## config.mk

```make
export PLATFORM = sky130hd
export DESIGN_NAME = scph_top
export DESIGN_NICKNAME = d
export VERILOG_FILES = /design/src/hdl/scph_fifo.v /design/src/hdl/scph_top.v
export VERILOG_INCLUDE_DIRS = /design/src /design/src/hdl
export SDC_FILE = /design/constraint.sdc
export NUM_CORES = 1
export LEC_CHECK = 0
export BUFFER_PORTS_ARGS = -buffer_cell sky130_fd_sc_hd__buf_4
export CORE_MARGIN = 2
export CORE_UTILIZATION = 45
export CTS_CLUSTER_SIZE = 16
export DETAILED_ROUTE_END_ITERATION = 10
export PLACE_DENSITY = 0.74
export SYNTH_ARGS = -nofsm -noshare
export SYNTH_HDL_FRONTEND = slang
export SYNTH_HIERARCHICAL = 1
export SYNTH_SLANG_ARGS = --single-unit
```

## constraint.sdc

```tcl
create_clock -name clk_i -period 8.2 [get_ports clk_i]
set_input_delay 1.64 -clock clk_i [delete_from_list [all_inputs] [get_ports clk_i]]
set_output_delay 1.64 -clock clk_i [all_outputs]
set_load 0.03 [all_outputs]
```

## src/hdl/scph_map.vh

```
`ifndef SCPH_MAP_VH
`define SCPH_MAP_VH

// byte framing on the control port
`define SCPH_BYTE_BITS   8
`define SCPH_BIT_CNT_W   3
`define SCPH_BIT_LAST    3'h7

// pcm highway layout
`define SCPH_CHANNELS    4
`define SCPH_SLOT_W      7
`define SCPH_LIN_BITS    16
`define SCPH_SIGN_BIT    13
`define SCPH_DELAY_W     3
`define SCPH_POS_W       11
`define SCPH_POS_MAX     11'h7FF

// received byte buffer
`define SCPH_FIFO_WIDTH  9
`define SCPH_FIFO_DEPTH  16

// reset values
`define SCPH_RST_OE_N    1'b1
`define SCPH_RST_IND_N   1'b1
`define SCPH_RST_DATA    1'b0

`endif

```

## src/hdl/scph_fifo.v

```verilog
`timescale 1ns/1ps
module scph_fifo #(
  parameter WIDTH = 9,
  parameter DEPTH = 16,
  parameter AW    = 4
) (
  // clock and reset
  input  wire             clk_i,
  input  wire             rst_n_i,
  // fill side
  input  wire             in_valid_i,
  input  wire [WIDTH-1:0] in_data_i,
  output reg              in_ready_o,
  // drain side
  output reg              out_valid_o,
  output wire [WIDTH-1:0] out_data_o,
  input  wire             out_ready_i
);

  reg [WIDTH-1:0] mem [0:DEPTH-1];
  reg [AW-1:0]    wr_ptr;
  reg [AW-1:0]    rd_ptr;
  reg [AW:0]      count;
  wire            push;
  wire            pop;
  wire [AW:0]     next_count;

  assign push       = in_valid_i & in_ready_o;
  assign pop        = out_valid_o & out_ready_i;
  assign next_count = count + {{AW{1'b0}}, push} - {{AW{1'b0}}, pop};
  assign out_data_o = mem[rd_ptr];

  // storage has no reset, only pointers, count and flags do
  always @(posedge clk_i)
  begin
    if (push)
      mem[wr_ptr] <= in_data_i;
  end

  // pointers and registered flags
  always @(posedge clk_i or negedge rst_n_i)
  begin
    if (!rst_n_i)
    begin
      wr_ptr      <= {AW{1'b0}};
      rd_ptr      <= {AW{1'b0}};
      count       <= {(AW+1){1'b0}};
      in_ready_o  <= 1'b0;
      out_valid_o <= 1'b0;
    end
    else
    begin
      if (push)
        wr_ptr <= (wr_ptr == DEPTH - 1) ? {AW{1'b0}} : wr_ptr + 1'b1;
      if (pop)
        rd_ptr <= (rd_ptr == DEPTH - 1) ? {AW{1'b0}} : rd_ptr + 1'b1;
      count       <= next_count;
      in_ready_o  <= (next_count != DEPTH);
      out_valid_o <= (next_count != {(AW+1){1'b0}});
    end
  end

endmodule // scph_fifo

```

## src/hdl/scph_top.v

```verilog
// How it works
// - control traffic moves as whole bytes
// - port ignored while select is high
// - sample input on rise, drive output on fall
// - first byte is command, rest are data
// - no commands during reply; select high aborts
// - pcm bit rate full or half bit clock
// - pcm edge is rising or falling, global
// - slot start delayed zero to seven bits
// - slot count follows bit clock rate
// - compressed sample fills one selected slot
// - linear word sign-extends bit 13
// - linear field n picks slots 2n, 2n+1
// - per-channel transmit highway choice
// - transmit most significant bit first
// - per-channel receive highway, msb first
// - frame sync marks first time slot
// - indicator pulled low while highway driven
// - control output drives only during replies
`timescale 1ns/1ps
`include "scph_map.vh"
module scph_top #(
  parameter CH = `SCPH_CHANNELS
) (
  // clock and reset
  input  wire              clk_i,
  input  wire              rst_n_i,
  // serial control port pins
  input  wire              ctl_clk_i,
  input  wire              ctl_sel_n_i,
  input  wire              ctl_si_i,
  output reg               ctl_so_o,
  output reg               ctl_so_oe_n_o,
  // received bytes towards the user
  output wire              byte_valid_o,
  output wire [7:0]        byte_data_o,
  output wire              byte_is_cmd_o,
  input  wire              byte_ready_i,
  output reg               overrun_o,
  input  wire              overrun_clr_i,
  // reply bytes from the user
  input  wire              reply_en_i,
  input  wire [7:0]        reply_data_i,
  output reg               reply_taken_o,
  // pcm highway pins
  input  wire              bclk_i,
  input  wire              fs_i,
  input  wire              rx_a_i,
  input  wire              rx_b_i,
  output reg               tx_a_o,
  output reg               tx_a_oe_n_o,
  output reg               tx_b_o,
  output reg               tx_b_oe_n_o,
  output reg               ind_a_n_o,
  output reg               ind_a_oe_n_o,
  output reg               ind_b_n_o,
  output reg               ind_b_oe_n_o,
  // global pcm configuration
  input  wire              half_rate_i,
  input  wire              fall_edge_i,
  input  wire [2:0]        slot_delay_i,
  input  wire              linear_i,
  // per-channel slot and highway configuration
  input  wire [CH*7-1:0]   tx_slot_i,
  input  wire [CH*7-1:0]   rx_slot_i,
  input  wire [CH-1:0]     tx_hwy_i,
  input  wire [CH-1:0]     rx_hwy_i,
  // sample exchange with the voice path
  input  wire [CH*16-1:0]  tx_sample_i,
  output reg  [CH*16-1:0]  rx_sample_o,
  output reg  [CH-1:0]     rx_sample_valid_o
);

  ////////////////////////////////////////////////////////////////////////
  // reset release

  reg rst_s1;
  reg rst_s2;

  // async assert, clean release
  always @(posedge clk_i or negedge rst_n_i)
  begin
    if (!rst_n_i)
    begin
      rst_s1 <= 1'b0;
      rst_s2 <= 1'b0;
    end
    else
    begin
      rst_s1 <= 1'b1;
      rst_s2 <= rst_s1;
    end
  end

  ////////////////////////////////////////////////////////////////////////
  // pin synchronisers

  reg [2:0] control_port_clock_s;
  reg [1:0] sel_s;
  reg [1:0] si_s;
  reg [2:0] bclk_s;
  reg [1:0] fs_s;
  reg [1:0] rxa_s;
  reg [1:0] rxb_s;

  // two flops per pin; third clock flop only feeds edge detect
  always @(posedge clk_i or negedge rst_s2)
  begin
    if (!rst_s2)
    begin
      control_port_clock_s <= 3'h0;
      sel_s  <= 2'h3;
      si_s   <= 2'h0;
      bclk_s <= 3'h0;
      fs_s   <= 2'h0;
      rxa_s  <= 2'h0;
      rxb_s  <= 2'h0;
    end
    else
    begin
      control_port_clock_s <= {control_port_clock_s[1:0], ctl_clk_i};
      sel_s  <= {sel_s[0], ctl_sel_n_i};
      si_s   <= {si_s[0], ctl_si_i};
      bclk_s <= {bclk_s[1:0], bclk_i};
      fs_s   <= {fs_s[0], fs_i};
      rxa_s  <= {rxa_s[0], rx_a_i};
      rxb_s  <= {rxb_s[0], rx_b_i};
    end
  end

  ////////////////////////////////////////////////////////////////////////
  // serial control port

  wire                       cc_rise = control_port_clock_s[1] & ~control_port_clock_s[2];
  wire                       cc_fall = ~control_port_clock_s[1] & control_port_clock_s[2];
  wire                       sel_on  = ~sel_s[1];
  reg  [`SCPH_BIT_CNT_W-1:0] bit_cnt;
  reg  [7:0]                 sh_in;
  reg  [7:0]                 sh_out;
  reg                        got_cmd;
  reg                        reply_on;
  reg                        push_v;
  reg  [8:0]                 push_d;
  wire                       fifo_in_ready;
  wire [8:0]                 fifo_out;

  // byte assembly on rising control clock, replies on falling
  always @(posedge clk_i or negedge rst_s2)
  begin
    if (!rst_s2)
    begin
      bit_cnt       <= {`SCPH_BIT_CNT_W{1'b0}};
      sh_in         <= 8'h00;
      sh_out        <= 8'h00;
      got_cmd       <= 1'b0;
      reply_on      <= 1'b0;
      push_v        <= 1'b0;
      push_d        <= 9'h000;
      reply_taken_o <= 1'b0;
      ctl_so_o      <= `SCPH_RST_DATA;
      ctl_so_oe_n_o <= `SCPH_RST_OE_N;
    end
    else
    begin
      push_v        <= 1'b0;
      reply_taken_o <= 1'b0;
      if (!sel_on)
      begin
        // select high ends the command and aborts any reply
        bit_cnt       <= {`SCPH_BIT_CNT_W{1'b0}};
        got_cmd       <= 1'b0;
        reply_on      <= 1'b0;
        ctl_so_oe_n_o <= 1'b1;
      end
      else
      begin
        if (cc_rise)
        begin
          sh_in   <= {sh_in[6:0], si_s[1]};
          bit_cnt <= bit_cnt + 1'b1;
          if (bit_cnt == `SCPH_BIT_LAST)
          begin
            // whole byte in hand
            push_v  <= ~reply_on;
            push_d  <= {~got_cmd, sh_in[6:0], si_s[1]};
            got_cmd <= 1'b1;
            if (reply_en_i)
            begin
              reply_on      <= 1'b1;
              sh_out        <= reply_data_i;
              reply_taken_o <= 1'b1;
            end
          end
        end
        if (cc_fall && reply_on)
        begin
          ctl_so_o      <= sh_out[7];
          sh_out        <= {sh_out[6:0], 1'b0};
          ctl_so_oe_n_o <= 1'b0;
        end
      end
    end
  end

  // lost bytes when the user drains too slowly; set beats clear
  always @(posedge clk_i or negedge rst_s2)
  begin
    if (!rst_s2)
      overrun_o <= 1'b0;
    else if (push_v && !fifo_in_ready)
      overrun_o <= 1'b1;
    else if (overrun_clr_i)
      overrun_o <= 1'b0;
  end

  // bytes wait here; the serial side cannot be stalled
  scph_fifo #(
    .WIDTH (`SCPH_FIFO_WIDTH),
    .DEPTH (`SCPH_FIFO_DEPTH),
    .AW    (4)
  ) u_fifo (
    .clk_i       (clk_i),
    .rst_n_i     (rst_s2),
    .in_valid_i  (push_v),
    .in_data_i   (push_d),
    .in_ready_o  (fifo_in_ready),
    .out_valid_o (byte_valid_o),
    .out_data_o  (fifo_out),
    .out_ready_i (byte_ready_i)
  );

  assign byte_is_cmd_o = fifo_out[8];
  assign byte_data_o   = fifo_out[7:0];

  ////////////////////////////////////////////////////////////////////////
  // pcm bit timing

  wire                   b_edge = fall_edge_i ? (~bclk_s[1] & bclk_s[2])
                                              : (bclk_s[1] & ~bclk_s[2]);
  reg                    fs_prev;
  reg                    phase;
  reg  [`SCPH_POS_W-1:0] frame_cnt;
  wire                   fs_rise = b_edge & fs_s[1] & ~fs_prev;
  wire                   tick    = b_edge & (fs_rise | ~half_rate_i | phase);
  wire [`SCPH_POS_W-1:0] delay_w = {{(`SCPH_POS_W-3){1'b0}}, slot_delay_i};
  wire [`SCPH_POS_W-1:0] next_cnt;
  wire [`SCPH_POS_W-1:0] tx_pos;
  wire [`SCPH_POS_W-1:0] rx_pos;
  wire                   tx_in;
  wire                   rx_in;

  assign next_cnt = fs_rise ? {`SCPH_POS_W{1'b0}}
                  : (frame_cnt == `SCPH_POS_MAX) ? frame_cnt
                  : frame_cnt + 1'b1;
  assign tx_pos = next_cnt - delay_w;
  assign rx_pos = frame_cnt - delay_w;
  assign tx_in  = (next_cnt >= delay_w);
  assign rx_in  = (frame_cnt >= delay_w);

  // frame counter advances once per pcm bit
  always @(posedge clk_i or negedge rst_s2)
  begin
    if (!rst_s2)
    begin
      fs_prev   <= 1'b0;
      phase     <= 1'b0;
      frame_cnt <= `SCPH_POS_MAX;
    end
    else if (b_edge)
    begin
      fs_prev <= fs_s[1];
      phase   <= fs_rise ? 1'b0 : ~phase;
      if (tick)
        frame_cnt <= next_cnt;
    end
  end

  ////////////////////////////////////////////////////////////////////////
  // per-channel slot match, transmit and receive

  wire [CH-1:0] drv_a;
  wire [CH-1:0] drv_b;
  wire [CH-1:0] bit_a;
  wire [CH-1:0] bit_b;

  genvar c;
  generate
    for (c = 0; c < CH; c = c + 1)
    begin : g_ch
      wire [6:0]  tsel = tx_slot_i[c*7 +: 7];
      wire [6:0]  rsel = rx_slot_i[c*7 +: 7];
      wire [15:0] smp  = tx_sample_i[c*16 +: 16];
      wire [15:0] word = linear_i ? {smp[`SCPH_SIGN_BIT], smp[`SCPH_SIGN_BIT], smp[13:0]}
                                  : {smp[7:0], 8'h00};
      // linear uses the slot pair, index inside is 4 bits
      wire        t_hit = tx_in & (linear_i ? (tx_pos[9:4] == tsel[5:0]) & ~tsel[6]
                                            : (tx_pos[9:3] == tsel));
      wire [3:0]  t_idx = linear_i ? tx_pos[3:0] : {1'b0, tx_pos[2:0]};
      wire        r_hit = rx_in & (linear_i ? (rx_pos[9:4] == rsel[5:0]) & ~rsel[6]
                                            : (rx_pos[9:3] == rsel));
      wire        r_end = linear_i ? (rx_pos[3:0] == 4'hF) : (rx_pos[2:0] == 3'h7);
      wire        t_bit = word[4'hF - t_idx];
      reg  [15:0] rsh;

      assign drv_a[c] = t_hit & ~tx_pos[10] & ~tx_hwy_i[c];
      assign drv_b[c] = t_hit & ~tx_pos[10] & tx_hwy_i[c];
      assign bit_a[c] = drv_a[c] & t_bit;
      assign bit_b[c] = drv_b[c] & t_bit;

      // receive shift, msb first, from the chosen highway
      always @(posedge clk_i or negedge rst_s2)
      begin
        if (!rst_s2)
        begin
          rsh                    <= 16'h0000;
          rx_sample_o[c*16 +: 16] <= 16'h0000;
          rx_sample_valid_o[c]   <= 1'b0;
        end
        else
        begin
          rx_sample_valid_o[c] <= 1'b0;
          if (tick && r_hit && !rx_pos[10])
          begin
            rsh <= {rsh[14:0], rx_hwy_i[c] ? rxb_s[1] : rxa_s[1]};
            if (r_end)
            begin
              rx_sample_o[c*16 +: 16] <= linear_i
                ? {rsh[14:0], rx_hwy_i[c] ? rxb_s[1] : rxa_s[1]}
                : {8'h00, rsh[6:0], rx_hwy_i[c] ? rxb_s[1] : rxa_s[1]};
              rx_sample_valid_o[c]   <= 1'b1;
            end
          end
        end
      end
    end
  endgenerate

  ////////////////////////////////////////////////////////////////////////
  // highway pin drivers

  // launch on the selected edge; idle slots float
  always @(posedge clk_i or negedge rst_s2)
  begin
    if (!rst_s2)
    begin
      tx_a_o       <= `SCPH_RST_DATA;
      tx_a_oe_n_o  <= `SCPH_RST_OE_N;
      tx_b_o       <= `SCPH_RST_DATA;
      tx_b_oe_n_o  <= `SCPH_RST_OE_N;
      ind_a_n_o    <= `SCPH_RST_IND_N;
      ind_a_oe_n_o <= `SCPH_RST_OE_N;
      ind_b_n_o    <= `SCPH_RST_IND_N;
      ind_b_oe_n_o <= `SCPH_RST_OE_N;
    end
    else if (tick)
    begin
      tx_a_o       <= |bit_a;
      tx_a_oe_n_o  <= ~(|drv_a);
      tx_b_o       <= |bit_b;
      tx_b_oe_n_o  <= ~(|drv_b);
      ind_a_n_o    <= 1'b0;
      ind_a_oe_n_o <= ~(|drv_a);
      ind_b_n_o    <= 1'b0;
      ind_b_oe_n_o <= ~(|drv_b);
    end
  end

endmodule // scph_top

```

Word level (Yosys, flattened, before mapping)
Memory sizes are Yosys's and may differ from the RTL's. Cells that the tools add are included.

Flip-flop bits (word level): 213. Word-level logic and storage cells: 256. Memories: 1. Output and inout port bits: 90. Bits of input ports: 154. Memory bits (writable): 144.

Memory list: u_fifo.mem (depth 16, bits a word 9, rd ports 1, clocked after memory_dff 0, wr ports 1, line scph_fifo.v:20) `reg [WIDTH-1:0] mem [0:DEPTH-1];`.

$add $sub $neg: 9. Magnitude comparators: 3. Multiplexer cells: 67. Equality and inequality tests: 23. Reduce and logical (&&, ||, !) cells: 36. Bitwise gates (word level): 72.

Operators with widths (number): two-way mux 16 bit (8); == test 7 bit (8); == test 6 bit (8); bitwise AND 1 bit (45); two-way mux 1 bit (44); two-way mux 8 bit (4); NOT 1 bit (25); >= comparator 11 x 3 -> 1 bit (2); two-way mux 11 bit (2); subtractor 11 x 3 -> 11 bit (2); binary-select mux 1 bit (select 4 bit) (4); AND reduction 2 bit (8); nonzero test 2 bit (8); OR reduction 4 bit (4); == test 4 bit, second input constant (3); two-way mux 4 bit (3); adder 11 x 1 -> 11 bit, second input constant (1); == test 11 bit, second input constant (1); logical AND 1 bit (10); adder 4 x 1 -> 4 bit, second input constant (2); == test 3 bit, second input constant (2); two-way mux 3 bit (2); AND reduction 3 bit (2); adder 5 x 1 -> 5 bit (1); 9 further kinds (11).

Depth between registers and ports, before layout
Depth in word-level cells: 15. Gate-level depth with buffers: 19. Mapped depth without buffers: 19.

By module
Netlist, hierarchy kept.

Modules (own cells, without submodules): scph_top (instances 1, seq. area each 4976.0 um^2, area each 10822.9 um^2, cells each 939); scph_fifo (instances 1, seq. area each 4699.5 um^2, area each 6273.5 um^2, cells each 310).

Worst setup path after synthesis
Ideal clock, no wire load.

Path kind: input to register. Start point: input port slot_delay_i[2]. End point: register rx_sample_o[7]. Path buffers: 2. Stages: 15. Library setup time: 0.128 ns. Arrival time: 4.795 ns. Slack: 3.277 ns. Required time: 8.072 ns. Cells stage by stage: inv_1 ha_1 and2b_1 nor3_2 nand2_1 xor2_4 xnor2_1 nor4_1 nand2_1 nor4_1 o21ai_1 or2_2 buf_2 clkbuf_1 mux2_1.

Longest elaborated chain between the ends: 8. Elaborated cells on any way between the ends: 14. Those cells by class: 1 x add/sub; 1 x order compare; 4 x eq/ne; 2 x mux; 2 x bitwise; 4 x reduce/logical.

Ends and longest elaborated chain: start, declared (line scph_top.v:61) `input wire [2:0] slot_delay_i,`; subtractor 11 x 3 -> 11 bit (line scph_top.v:256) `assign rx_pos = frame_cnt - delay_w;`; == test 6 bit (line scph_top.v:299) `wire r_hit = rx_in & (linear_i ? (rx_pos[9:4] == rsel[5:0]) & ~rsel[6]`; bitwise AND 1 bit (line scph_top.v:299); two-way mux 1 bit (line scph_top.v:299); bitwise AND 1 bit (line scph_top.v:299); logical AND 1 bit (2 in series) (line scph_top.v:322) `if (tick && r_hit && !rx_pos[10])`; AND reduction 2 bit (no line) *; end signal, assigned by index (line scph_top.v:327) `rx_sample_o[c*16 +: 16] <= linear_i`; end, declared (line scph_top.v:70) `output reg [CH*16-1:0] rx_sample_o,`.

Mark *: on every way between the ends. The rest lies on a longest branch, timed or not. A chain may end at the register's enable or synchronous reset.

Worst setup path after layout
Start point: input port fall_edge_i. End point: register tx_b_o.

Longest elaborated chain between the ends: 13. Elaborated cells on any way between the ends: 53. Those cells by class: 2 x add/sub; 1 x order compare; 8 x eq/ne; 15 x mux; 26 x bitwise; 1 x reduce/logical.

Ends and longest elaborated chain: start, declared (line scph_top.v:60) `input wire fall_edge_i,`; two-way mux 1 bit * (line scph_top.v:238) `wire b_edge = fall_edge_i ? (~bclk_s[1] & bclk_s[2])`; bitwise AND 1 bit * (2 in series) (line scph_top.v:243) `wire fs_rise = b_edge & fs_s[1] & ~fs_prev;`; two-way mux 11 bit * (line scph_top.v:252) `` assign next_cnt = fs_rise ? {`SCPH_POS_W{1'b0}} ``; via next_cnt[1] (line scph_top.v:246) `` wire [`SCPH_POS_W-1:0] next_cnt; ``; branches (longest 8 deep; another with subtractor 11 x 3 -> 11 bit); OR reduction 4 bit * (line scph_top.v:359) `tx_b_o <= |bit_b;`; end signal, assigned (line scph_top.v:348) `` tx_b_o <= `SCPH_RST_DATA; ``; end signal, assigned (line scph_top.v:359); end, declared (line scph_top.v:52) `output reg tx_b_o,`.

Mark *: on every way through the listed nets, which the timed path passes. The select of a mux whose other input is x is not followed.

==> summary.txt <==
Synth
  – Async SR Flop Fraction: 0.597
  – Synth top area cells: dfrtp_1 (29%), edfxtp_1 (25%), mux2_2 (7.5%)
  – Synthesized area: 0.0171 mm2
  – Synth unique cells: 87
  – Number of synthesized register bits: 357
  – Ys Warns: 6
  – Mapped Nets: about 1.4k
  – Area share of the largest cell type after synthesis: 0.287
  – Number of synthesized flops with an enable pin: 144
  – Synth Flop Type: dfrtp_1
  – Mean Syn Cell Area: 13.7 um2
  – Sequential fraction of the synthesis area: 0.566
  – Cells after Synth: 1249
  – Post-synth top area cell: dfrtp_1

Timing
  – Final setup violation count: 0
  – Fin crit share: 0.687
  – Highest Clock Rate: between 150 and 200 MHz
  – Fin crit period: approximately 5600 ps
  – Setup TNS Final: 0 ps
  – Slew at the pin with the worst max-slew slack: 1120 ps
  – Final-report hold violation count: 0
  – Slew Limit Fails: 0
  – RSZ-0062 raised after global routing: no
  – Clock skew: 18.0 ps
  – Max-slew headroom: 0.248

Detailed routing
  – Per-cell routed wire length: about 20 um
  – DRT Pass-1 Iters: 5
  – DR vias/cell: 5.57
  – First-iteration detailed-routing DRC count: 724
  – DRC viols: 0
  – Final ANT Viol Nets: 0
  – Vias: 11.2k
  – Drt total wl: 41.0 mm

Placed design
  – Post-placement cell count: 1941
  – RePlAce Congestion: 0.884
  – Port Buffers: around 240
  – Hpwl dp: 28.5 mm

Pwr
  – PD cells: 289 mW/mm2
  – Peak supply drop: 188 uV
  – Leakage power: about 9.0 nW

Run
  – Max-cap violations: 0

Clock network
  – Post-CTS Setup Inserts: 0
  – Clk buf depth: 3
  – TritonCTS clock tree: yes
  – CTS root buf: clkbuf_16
  – Clk pin slew, worst setup/hold paths: 60 ps
  – CTS Buf Count: 40
  – Clock Sinks: 357
  – Post-CTS sizing: 0
  – CTS H-tree lvls: 2
  – Clock latency on the worst-skew pair: 550 ps
  – Hold-fix buffers at CTS: 0

Floorplanning
  – Initial Util: 0.455
  – Row cnt: 71
  – Core area: roughly 0.038 mm2
  – Ports: 244
  – Die Y: 199 um
  – Die W: 199 um
  – Die ar.: between 0.03 and 0.04 mm2

Worst setup path
  – Crit-path cells: buf_4, nor3b_2, o21a_1, nor2_1, ha_1, nor2b_1, o21ai_0, o311a_1, and2_1, a21oi_1, a2111oi_0, and4b_1, o2111ai_1, o21ai_1, a311oi_1, o21ai_1
  – Crit Path Class: in2reg
  – Slowest-stage cell, CP: and2_1
  – Worst Path Required: 8670 ps
  – Startpoint Class: primary input
  – Crit-path most repeated cell: o21ai_1
  – WP data arrival: 6100 ps
  – Critical Path Max Stage Delay: 580 ps
  – CP Capture Type: flip-flop
  – Critical path fanouts, max: 14

Layout
  – Most common cell after layout, fill and taps aside: buf_4
  – Most frequent cells in the layout: buf_4 (241), dfrtp_1 (193), edfxtp_1 (144)
  – Multi-input logic area: between 0.006 and 0.007 mm2
  – Sequential cell area: 0.00968 mm2
  – Non-filler instance count after layout: about 2.0k
  – Syn-to-layout area delta: 20.3%
  – Share of cells above drive strength 1: 0.342
  – Fin nets: about 1.6k
  – Fillers: around 3.1k

GRT
  – First-pass GRT wire length: 64.1 mm
  – Initial antenna violation count: 2
  – Total gr overflow: 0
  – Global Route Usage Sum: 0.210
  – Pin count of the biggest net entering global routing: 134
  – Vias in the first global route: 11.6k

Status
  – Status: complete, no violations

Min path
  – Hold crit path type: reg2reg
kinds of logic (layout without fill, tap and decap cells):
family,Yosys count,after routing,share of synthesized area
muxes,185,185,0.153
other,1,4,0.000219
buffers and inverters,90,344,0.0249
and+or+nand+nor,272,272,0.0824
AOI/OAI and AO/OA,212,212,0.0897
xor gates and xnor gates,110,110,0.0667
adders and majority gates,22,22,0.0174
DFF,357,357,0.566
metrics by stage:
step,area (um2),setup WS (ps),power (mW),hold slack [ps],utilization
2_1_floorplan,17100,1850,3.72,331,-
3_3_place_gp,19300,2190,4.17,332,0.513
3_5_place_dp,19300,2130,4.21,335,0.513
4_1_cts,20600,2690,5.99,343,0.547
5_1_grt,20600,2220,6.27,353,0.547
6_report,20600,2570,5.94,344,0.547
path summary, 6_finish.rpt:
kind	startpoint	end	slack, ps	cells past startpoint
max in group asynchronous	rst_s2$_DFF_PN0_	u_fifo/rd_ptr[0]$_DFFE_PN0P_	6400	1
hold reg to reg	si_s[0]$_DFF_PN0_	si_s[1]$_DFF_PN0_	340	0
min in group asynchronous	rst_s2$_DFF_PN0_	rx_sample_valid_o[1]$_DFF_PN0_	500	0
hold / removal	si_s[0]$_DFF_PN0_	si_s[1]$_DFF_PN0_	340	0
setup / recovery	fall_edge_i	tx_b_o$_DFFE_PN0P_	2570	16
setup reg to reg	frame_cnt[8]$_DFFE_PN1P_	tx_b_o$_DFFE_PN0P_	2840	16
registers in the layout, summed over array words and instances, names as in the netlist, 2 cells and up:
register,cells
sel_s,2
g_ch.rsh,60
fs_s,2
rxa_s,2
sh_in,7
rx_sample_valid_o,4
u_fifo/count,5
u_fifo/mem,144
u_fifo/wr_ptr,4
frame_cnt,11
si_s,2
sh_out,8
bit_cnt,3
rx_sample_o,64
u_fifo/rd_ptr,4
rxb_s,2
bclk_s,3
control_port_clock_s,3
push_d,9
synthesized netlist by cell type, drive strengths merged (6+ instances only):
cell type,instances
a211oi,10
a21o,9
a21oi,30
a22o,25
a22oi,20
a311oi,6
and2,20
and3,14
buf,35
clkbuf,26
dfrtp,196
dfstp,17
edfxtp,144
ha,19
inv,28
mux2,118
mux2i,19
mux4,48
nand2,81
nand3,21
nand4,11
nor2,48
nor2b,11
nor3,22
nor4,8
o21ai,52
o22ai,7
or2,7
xnor2,67
xnor3,6
xor2,37
metal layers:
metal	global-route usage	share of wire	vias up	wire length [um]
li1	-	-	5151	-
met1	0.265	0.41	5588	16600
met2	0.350	0.49	418	19900
met3	0.0587	0.080	82	3270
met4	0.0699	0.028	0	1160
met5	0	0	-	0
final cells by class:
type,count,area share
Sequential cell,357,0.471
Multi-Input combinational cell,802,0.340
Timing Repair Buffer,242,0.0889
Clock buffer,60,0.0552
Tap cell,511,0.0311
Clock inverter,13,0.00809
Inverter,29,0.00529
Antenna cell,3,0.000365
critical path, delay by kind of cell:
family                   cells  cell delay, ps
AO/OA/AOI/OAI                9            2530
buffers and inverters        1             140
adder cells (fa/ha/maj)      1             310
AND/OR/NAND/NOR              5            1480
power by group:
group | internal, mW | leakage, nW | switching (mW)
clock | 1.03 | 0.631 | 0.718
sequential | 1.93 | 4.33 | 0.134
combinational | 0.931 | 4.04 | 1.20
Power figures use the tool's default switching activity.
